--- config.mk ---
export PLATFORM = sky130hd
export DESIGN_NAME = idle_wake_ctrl
export DESIGN_NICKNAME = d
export VERILOG_FILES = /design/src/core/idle_wake_pkg.sv /design/src/core/delay_timer.sv /design/src/core/idle_wake_ctrl.sv
export SDC_FILE = /design/constraint.sdc
export NUM_CORES = 1
export LEC_CHECK = 0
export BUFFER_PORTS_ARGS = -buffer_cell sky130_fd_sc_hd__buf_2
export CAP_MARGIN = 20
export CORE_MARGIN = 3
export CORE_UTILIZATION = 60
export CTS_CLUSTER_SIZE = 10
export DETAILED_ROUTE_END_ITERATION = 10
export PLACE_DENSITY_LB_ADDON = 0.25
export SLEW_MARGIN = 10
export SYNTH_ARGS = -nofsm -noshare
export SYNTH_HDL_FRONTEND = slang
export SYNTH_SLANG_ARGS = --single-unit
--- constraint.sdc ---
create_clock -name clk -period 5.4 [get_ports clk]
set_input_delay 1.35 -clock clk [delete_from_list [all_inputs] [get_ports clk]]
set_output_delay 1.35 -clock clk [all_outputs]
set_load 0.02 [all_outputs]
--- src/core/idle_wake_pkg.sv ---
package idle_wake_pkg;

  // Clock period of the control logic
  localparam int unsigned CLK_PERIOD_NS = 50;

  // Delay figures in nanoseconds, plain defaults
  localparam int unsigned CPU_START_NS = 2000;
  localparam int unsigned STABILIZE_NS = 10000;
  localparam int unsigned OSC_STARTUP_NS = 51200;
  localparam int unsigned PLL_LOCK_NS = 2000000;

  // Least times round up to whole cycles
  localparam int unsigned CPU_START_CYC = (CPU_START_NS + CLK_PERIOD_NS - 1) / CLK_PERIOD_NS;
  localparam int unsigned STABILIZE_CYC = (STABILIZE_NS + CLK_PERIOD_NS - 1) / CLK_PERIOD_NS;
  localparam int unsigned OSC_STARTUP_CYC = (OSC_STARTUP_NS + CLK_PERIOD_NS - 1) / CLK_PERIOD_NS;
  localparam int unsigned PLL_LOCK_CYC = (PLL_LOCK_NS + CLK_PERIOD_NS - 1) / CLK_PERIOD_NS;

  // Counter width and interrupt source count
  localparam int unsigned DELAY_WIDTH = 16;
  localparam int unsigned IRQ_COUNT = 8;

  // Internal frequency select code meaning 1 MHz
  localparam logic [2:0] FREQ_SEL_RESET = 3'h3;
  localparam logic [2:0] FREQ_SEL_OFF = 3'h0;

  // Clock select field positions
  localparam int unsigned SEL_HI_BIT = 1;
  localparam int unsigned SEL_LO_BIT = 0;

  // Status flag reset values
  localparam logic PRI_FLAG_RESET = 1'b1;
  localparam logic SEC_FLAG_RESET = 1'b0;

  // Power mode of the core
  typedef enum logic [2:0] {M_RUN, M_SLEEP, M_SECONDARY_IDLE_MODE, M_INT_IDLE, M_PRIMARY_IDLE_MODE, M_WAKE} mode_t;

  // Clock source feeding core and peripherals
  typedef enum logic [1:0] {SRC_PRI, SRC_SEC, SRC_INT} src_t;

  // Why the wake began
  typedef enum logic [1:0] {WK_IRQ, WK_WDT, WK_RST} cause_t;

  // Kind of primary oscillator configured
  typedef enum logic [1:0] {PK_CRYSTAL, PK_CRYSTAL_PLL, PK_EXT_RC, PK_INTERNAL} prim_t;

endpackage

--- src/core/delay_timer.sv ---
`timescale 1ns/10ps
module delay_timer
  import idle_wake_pkg::*;
#(
  parameter int unsigned W = DELAY_WIDTH
) (
  // Clock and reset
  input wire logic clk,
  input wire logic nrst,
  // Start request and length in cycles
  input wire logic start,
  input wire logic [W-1:0] load,
  // Progress
  output logic busy,
  output logic done
);

  // Whole timer state
  typedef struct packed {
    logic [W-1:0] cnt;
    logic busy;
    logic done;
  } tmr_t;

  tmr_t r_reg;
  tmr_t r_next;

  // Count down; a zero length behaves as one cycle
  always_comb begin
    r_next = r_reg;
    r_next.done = 1'b0;
    if (start) begin
      r_next.cnt = (load == '0) ? W'(1) : load;
      r_next.busy = 1'b1;
    end else if (r_reg.busy) begin
      if (r_reg.cnt == W'(1)) begin
        r_next.busy = 1'b0;
        r_next.done = 1'b1;
      end else begin
        r_next.cnt = r_reg.cnt - W'(1);
      end
    end
  end

  // State register
  always_ff @(posedge clk or negedge nrst) begin
    if (!nrst) begin
      r_reg <= '0;
    end else begin
      r_reg <= r_next;
    end
  end

  assign busy = r_reg.busy;
  assign done = r_reg.done;
endmodule

--- src/core/idle_wake_ctrl.sv ---
`timescale 1ns/10ps
module idle_wake_ctrl
  import idle_wake_pkg::*;
#(
  parameter int unsigned W = DELAY_WIDTH,
  parameter int unsigned IRQ_N = IRQ_COUNT,
  parameter int unsigned CPU_START = CPU_START_CYC,
  parameter int unsigned STABILIZE = STABILIZE_CYC,
  parameter int unsigned OSC_STARTUP = OSC_STARTUP_CYC,
  parameter int unsigned PLL_LOCK = PLL_LOCK_CYC
) (
  // Clock and reset
  input wire logic clk,
  input wire logic nrst,
  // Instruction events from the core
  input wire logic sleep_exec,
  input wire logic watchdog_clear_exec,
  // Oscillator control bits
  input wire logic idle_select,
  input wire logic [1:0] system_clock_select,
  input wire logic secondary_osc_force_on,
  input wire logic timer_a_secondary_osc_enable,
  input wire logic timer_b_secondary_osc_enable,
  input wire logic timer_c_secondary_osc_enable,
  input wire logic low_freq_source_select,
  input wire logic medium_freq_select,
  // Internal frequency select write port
  input wire logic freq_write,
  input wire logic [2:0] freq_wdata,
  // Configuration
  input wire prim_t primary_kind,
  input wire logic watchdog_enable,
  input wire logic failsafe_enable,
  // Wake sources; clock loss only clears the watchdog
  input wire logic [IRQ_N-1:0] irq_flag,
  input wire logic [IRQ_N-1:0] irq_enable,
  input wire logic global_interrupt_enable,
  input wire logic watchdog_timeout,
  input wire logic reset_wake,
  input wire logic clock_lost,
  // Clock gating and oscillator enables
  output logic cpu_clock_en,
  output logic periph_clock_en,
  output src_t clock_source,
  output logic primary_osc_en,
  output logic secondary_osc_en,
  output logic high_freq_internal_en,
  output logic low_freq_internal_en,
  // Status flags
  output logic primary_clock_running_flag,
  output logic secondary_clock_running_flag,
  output logic high_internal_stable_flag,
  output logic medium_internal_stable_flag,
  output logic [2:0] internal_freq_select,
  // Core sequencing pulses
  output logic resume_exec,
  output logic vector_request,
  output logic restart_at_zero,
  output logic watchdog_clear,
  output logic watchdog_reset,
  output mode_t power_mode
);

  // Whole controller state
  typedef struct packed {
    mode_t st;
    src_t src;
    cause_t cause;
    logic pri_flag;
    logic sec_flag;
    logic stable;
    logic cpu_start_delay_ok;
    logic osc_ok;
    logic need_pll;
    logic vec_pend;
    logic resume;
    logic vector;
    logic restart;
    logic wdt_clr;
    logic wdt_rst;
    logic [2:0] ifs;
    logic [W-1:0] wcnt;
  } ctl_t;

  ctl_t r_reg;
  ctl_t r_next;

  // Timer handshakes
  logic cpu_start_delay_go, cpu_start_delay_done;
  logic stab_go, stab_busy, stab_done;
  logic ost_go, ost_done;
  logic pll_go, pll_done;

  // Derived conditions
  logic secondary_oscillator_any;
  logic hf_req;
  logic hf_on;
  logic irq_pend;
  logic wake;

  // True when the primary kind needs the start-up timer
  function automatic logic needs_ost(input prim_t k);
    return (k == PK_CRYSTAL) || (k == PK_CRYSTAL_PLL);
  endfunction

  // Any secondary oscillator enable keeps that oscillator alive
  assign secondary_oscillator_any = secondary_osc_force_on | timer_a_secondary_osc_enable |
                    timer_b_secondary_osc_enable | timer_c_secondary_osc_enable;
  // Internal output wanted only with a nonzero select or source bit
  assign hf_req = (r_reg.ifs != FREQ_SEL_OFF) | low_freq_source_select;
  // Selected oscillator stops in full sleep
  assign hf_on = hf_req && (r_reg.st != M_SLEEP);
  // Only enabled interrupts may wake the device; watchdog time-out and reset wake need no enable
  assign irq_pend = |(irq_flag & irq_enable);
  assign wake = irq_pend | watchdog_timeout | reset_wake;

  // Next-state logic
  always_comb begin
    r_next = r_reg;
    r_next.resume = 1'b0;
    r_next.vector = 1'b0;
    r_next.restart = 1'b0;
    r_next.wdt_rst = 1'b0;
    cpu_start_delay_go = 1'b0;
    ost_go = 1'b0;
    pll_go = 1'b0;
    // Software updates the frequency select at any time
    if (freq_write) begin
      r_next.ifs = freq_wdata;
    end
    // Watchdog clear events
    r_next.wdt_clr = (sleep_exec && r_reg.st == M_RUN) | watchdog_clear_exec |
                     (clock_lost & failsafe_enable) |
                     (freq_write && r_reg.src == SRC_INT);
    // Stability tracking; a stable source stays stable across idle entry
    stab_go = hf_on && !r_reg.stable && !stab_busy;
    if (!hf_on) begin
      r_next.stable = 1'b0;
    end else if (stab_done) begin
      r_next.stable = 1'b1;
    end
    unique case (r_reg.st)
      M_RUN: begin
        // Vector goes out one cycle after the next instruction resumes
        r_next.vector = r_reg.vec_pend;
        r_next.vec_pend = 1'b0;
        if (watchdog_timeout) begin
          r_next.wdt_rst = 1'b1;
        end else if (sleep_exec) begin
          if (!idle_select) begin
            // Full sleep: all clock status cleared
            r_next.st = M_SLEEP;
            r_next.pri_flag = 1'b0;
            // Clear stability at entry, not one cycle later when the output drops
            r_next.stable = 1'b0;
            r_next.sec_flag = 1'b0;
          end else if (system_clock_select[SEL_HI_BIT]) begin
            // Lower select bit is a don't care here
            r_next.st = M_INT_IDLE;
            r_next.src = SRC_INT;
            r_next.pri_flag = 1'b0;
            r_next.sec_flag = 1'b0;
          end else if (system_clock_select[SEL_LO_BIT] && secondary_oscillator_any) begin
            r_next.st = M_SECONDARY_IDLE_MODE;
            r_next.src = SRC_SEC;
            r_next.pri_flag = 1'b0;
            r_next.sec_flag = 1'b1;
          end else if (system_clock_select[SEL_LO_BIT]) begin
            // No secondary enable: idle on whatever clock ran before
            r_next.st = (r_reg.src == SRC_INT) ? M_INT_IDLE : M_PRIMARY_IDLE_MODE;
          end else begin
            r_next.st = M_PRIMARY_IDLE_MODE;
          end
        end
      end
      M_SLEEP, M_SECONDARY_IDLE_MODE, M_INT_IDLE, M_PRIMARY_IDLE_MODE: begin
        if (wake) begin
          // Start delay always begins at the wake event
          r_next.st = M_WAKE;
          cpu_start_delay_go = 1'b1;
          r_next.cpu_start_delay_ok = 1'b0;
          r_next.osc_ok = 1'b1;
          r_next.need_pll = 1'b0;
          r_next.wcnt = '0;
          if (reset_wake) begin
            r_next.cause = WK_RST;
          end else if (watchdog_timeout) begin
            r_next.cause = WK_WDT;
          end else begin
            r_next.cause = WK_IRQ;
          end
          if (reset_wake) begin
            // Reset returns to the primary clock; no oscillator start-up timer from primary idle
            r_next.src = SRC_PRI;
            r_next.sec_flag = 1'b0;
            if (r_reg.st != M_PRIMARY_IDLE_MODE && needs_ost(primary_kind)) begin
              ost_go = 1'b1;
              r_next.osc_ok = 1'b0;
              r_next.need_pll = (primary_kind == PK_CRYSTAL_PLL);
            end
          end else if (r_reg.st == M_SLEEP) begin
            // Sleep wakes to the run mode the select bits name
            if (system_clock_select[SEL_HI_BIT]) begin
              r_next.src = SRC_INT;
            end else if (system_clock_select[SEL_LO_BIT]) begin
              r_next.src = SRC_SEC;
              r_next.sec_flag = 1'b1;
            end else begin
              r_next.src = SRC_PRI;
              if (needs_ost(primary_kind)) begin
                ost_go = 1'b1;
                r_next.osc_ok = 1'b0;
                r_next.need_pll = (primary_kind == PK_CRYSTAL_PLL);
              end
            end
          end
          // Idle wakes keep the idle clock source and select bits
        end
      end
      M_WAKE: begin
        r_next.wcnt = r_reg.wcnt + W'(1);
        if (cpu_start_delay_done) begin
          r_next.cpu_start_delay_ok = 1'b1;
        end
        if (ost_done) begin
          // PLL lock follows the start-up timer
          pll_go = r_reg.need_pll;
          r_next.osc_ok = !r_reg.need_pll;
        end
        if (pll_done) begin
          r_next.osc_ok = 1'b1;
        end
        // Internal stabilisation never stalls execution
        if ((r_reg.cpu_start_delay_ok || cpu_start_delay_done) && r_next.osc_ok) begin
          r_next.st = M_RUN;
          r_next.resume = 1'b1;
          if (r_reg.src == SRC_PRI) begin
            r_next.pri_flag = 1'b1;
          end
          r_next.restart = (r_reg.cause == WK_RST);
          r_next.vec_pend = (r_reg.cause == WK_IRQ) && global_interrupt_enable;
        end
      end
      default: begin
        r_next.st = M_RUN;
      end
    endcase
  end

  // State register
  always_ff @(posedge clk or negedge nrst) begin
    if (!nrst) begin
      r_reg <= '0;
      r_reg.st <= M_RUN;
      r_reg.src <= SRC_PRI;
      r_reg.cause <= WK_IRQ;
      r_reg.pri_flag <= PRI_FLAG_RESET;
      r_reg.sec_flag <= SEC_FLAG_RESET;
      r_reg.ifs <= FREQ_SEL_RESET;
    end else begin
      r_reg <= r_next;
    end
  end

  // Delay counters; start-up delay and oscillator start-up timer run together, PLL lock after
  delay_timer #(.W(W)) u_cpu_start (
    .clk(clk), .nrst(nrst), .start(cpu_start_delay_go), .load(W'(CPU_START)),
    .busy(), .done(cpu_start_delay_done)
  );
  delay_timer #(.W(W)) u_stabilize (
    .clk(clk), .nrst(nrst), .start(stab_go), .load(W'(STABILIZE)),
    .busy(stab_busy), .done(stab_done)
  );
  delay_timer #(.W(W)) u_osc_startup (
    .clk(clk), .nrst(nrst), .start(ost_go), .load(W'(OSC_STARTUP)),
    .busy(), .done(ost_done)
  );
  delay_timer #(.W(W)) u_pll_lock (
    .clk(clk), .nrst(nrst), .start(pll_go), .load(W'(PLL_LOCK)),
    .busy(), .done(pll_done)
  );

  // Gating: the CPU runs only in run mode, peripherals stop only in sleep
  assign cpu_clock_en = (r_reg.st == M_RUN);
  assign periph_clock_en = (r_reg.st != M_SLEEP);
  assign clock_source = r_reg.src;
  assign primary_osc_en = (r_reg.src == SRC_PRI) && (r_reg.st != M_SLEEP);
  assign secondary_osc_en = secondary_oscillator_any | (r_reg.src == SRC_SEC);
  assign high_freq_internal_en = hf_on;
  // Low-frequency source stays up for watchdog or clock monitor
  assign low_freq_internal_en = watchdog_enable | failsafe_enable | ((r_reg.src == SRC_INT) && !hf_req);
  assign primary_clock_running_flag = r_reg.pri_flag;
  assign secondary_clock_running_flag = r_reg.sec_flag;
  assign high_internal_stable_flag = r_reg.stable && !medium_freq_select;
  assign medium_internal_stable_flag = r_reg.stable && medium_freq_select;
  assign internal_freq_select = r_reg.ifs;
  assign resume_exec = r_reg.resume;
  assign vector_request = r_reg.vector;
  assign restart_at_zero = r_reg.restart;
  assign watchdog_clear = r_reg.wdt_clr;
  assign watchdog_reset = r_reg.wdt_rst;
  assign power_mode = r_reg.st;
endmodule

==> out/metrics.yaml <==
run_status:
  outcome: "finished, final reports clean"
floorplanning:
  dieArea_um2: 9410
  die_y_um: 97.0
  rows: 32
  io_pins: 64
  core_area_um2: 7890
  fp.dieW_um: 97.0
  start_util_pct: 63.0
worst_hold_path:
  min_path_type: "reg -> reg"
critical_path:
  arrival_ns: 2.21
  r2r_slack_ns: 2.98
  slowest_stage: "nor4_1"
  cp_cell_sequence: "buf_2, nor4_1, o21ai_0, buf_2"
  cpMostUsedCell: "buf_2"
  cp_top_family: "simple AND/OR/NAND/NOR gates"
  critPathKind: "in -> out"
  max_stage_delay_ns: 0.44
  crit_path_max_fanout: 3
  crit_buf_inv: 2
  cp.required_ns: 4.05
  end_kind: "output port"
  critPathLaunchType: "input pin"
yosys:
  synth_flop_cell: "dfrtp_1"
  yosysWarningCount: 0
  synth.avg_cell_area_um2: 9.58
  synth_edf_count: 0
  synth-seq-area-share_pct: 47.4
  synth_top_cell_by_area: "dfrtp_1"
  synth_cell_type_count: 66
  yosysMostFrequentCell: "dfrtp_1"
  async_reset_ff_share_pct: 100
  synth_top_cell_area_share_pct: 45.8
  syn_inst: 519
  synthTopCellsByArea: "dfrtp_1, nor2_1, xnor2_1"
  synth_nets: 568
  synthTopCellsByCount: "dfrtp_1, nor2_1, nand2_1, o21ai_0, a21oi_1"
  netlist_area_um2: 4970
  synth-seq-cells: 94
power:
  p_leak_nw: 2.49
  powerDensity_nw_per_um2: 455
  peakVddDrop_mv: 0.244
timing:
  finalSetupTns_ns: 0
  timing.fmax_mhz: 281
  fin_crit_sh_pct: 66.0
  rsz0062_at_grt: "no"
  fin_crit_ns: 3.56
  worst_clock_skew_ns: 0.0119
  setup_ws_ns: 1.84
  worst_pin_slew_ns: 1.05
  hold_violations: 0
  slew_viol_final: 0
  max-slew-margin-rel_pct: 29.5
  setup_viol: 0
global_routing:
  gr-total-overflow: 0
  gr-max-usage-layer: "met2"
  grt_use_met3_pct: 4.54
  grt_pass1_vias: 3902
  grt_pass1_wl_mm: 17.4
  grt_usage_pct: 21.9
  grt_max_degree: 59
  gr-usage-met2_pct: 36.4
  antenna_found_initial: 0
  grt_util_met1_pct: 29.1
detailed_routing:
  vias_per_cell: 5.99
  vias: 4077
  firstDrtPassIters: 5
  wl_per_cell_um: 14.8
  postRouteAntennaNets: 0
  initialDrtViolationCount: 264
  wirelength_mm: 10.1
  drc_errors: 0
run:
  cap_violations: 0
finish:
  final_area_um2: 5520
  diodes: 0
  drive_gt1_share_pct: 18.8
  syn_to_final_growth_pct: 11.1
  fin_nets: 623
clocking:
  cts-root-buf: "clkbuf_8"
  clock-sinks: 94
  cts_tree: "done"
  numCtsBuffers: 9
  cts_max_level: 3
  clk_latency_ns: 0.36
  post-cts-setup-buffer-count: 0
  clkSlewWorstSetupHoldPaths_ns: 0.08
  clockBufferDepth: 2
  ctsResizeCount: 0
  cts_hold_buf: 0
placed_design:
  hpwl_mm: 7.24
  post_dp_cell_area_um2: 5320
  port_buffers: 63
  gp_congestion: 0.859
  dp_slack_ns: 1.83
placed cells by master, fill, tap and decap left out, types with 12 or more instances in the layout:
master,count
nand2_1,39
buf_2,62
nor3_1,17
nor4_1,12
dfrtp_1,91
xor2_1,18
o21ai_0,26
a21oi_1,23
nor2_1,66
nand3_1,13
xnor2_1,22
inv_1,20
path summary, 6_finish.rpt:
path,startpoint,to,depth (start not counted)
max,timer_a_secondary_osc_enable,secondary_osc_en,4
min,u_stabilize.r_reg[15],u_stabilize.r_reg[15],1
max reg2reg,power_mode[1],u_osc_startup.done,4
min reg2reg,u_stabilize.r_reg[15],u_stabilize.r_reg[15],1
max in group asynchronous,nrst,u_osc_startup.r_reg[5],2
min in group asynchronous,nrst,u_cpu_start.r_reg[13],1
area by class of cell:
class | count | area, µm²
tap | 102 | 128
clock inverter | 7 | 73.8
timing repair buffer | 66 | 340
sequential | 94 | 2360
clock buffer | 9 | 124
fill | 596 | 2370
multi-input combinational | 383 | 2420
inverter | 20 | 75.1
cell families (layout without fill, tap and decap cells):
| family | after synthesis | count (layout) | share of synthesized area, % |
|---|---|---|---|
| AO/OA/AOI/OAI | 101 | 101 | 13.2 |
| multiplexers | 12 | 12 | 2.57 |
| adder cells (fa/ha/maj) | 8 | 8 | 2.01 |
| XOR/XNOR | 40 | 40 | 7.05 |
| AND/OR/NAND/NOR | 222 | 222 | 24.0 |
| buffers and inverters | 42 | 102 | 3.83 |
| flip-flops | 94 | 94 | 47.4 |
stage by stage:
| step | power, mW | util (%) | hold WS [ns] | cells |
|---|---|---|---|---|
| 6_report | 2.51 | 70.0 | 0.492 | 681 |
| 3_5_place_dp | 2.05 | 67.4 | 0.479 | 664 |
| 3_3_place_gp | 2.01 | 67.4 | 0.473 | 664 |
| 2_1_floorplan | 1.81 | - | 0.447 | 519 |
| 4_1_cts | 2.52 | 69.9 | 0.493 | 680 |
| 5_1_grt | 2.70 | 70.0 | 0.522 | 681 |
power by group:
| part | leakage, nW | internal [mW] | switching, mW |
|---|---|---|---|
| Combinational | 1.20 | 0.383 | 0.609 |
| Clock | 0.0996 | 0.216 | 0.248 |
| Sequential | 1.19 | 0.877 | 0.179 |
worst register-to-register path, cell delays in order (launching register included):
cell	delay (ns)
dfrtp_1	0.47
or3_1	0.38
a2111oi_0	0.59
a21boi_2	0.69
nor4b_1	0.15
per-layer routing:
metal / wire length, µm / vias to the layer above
li1: - / 1968
met1: 4590 / 2001
met4: 107 / 0
met5: 0 / -
met3: 421 / 12
met2: 4930 / 96
(Power assumes the default switching activity.)
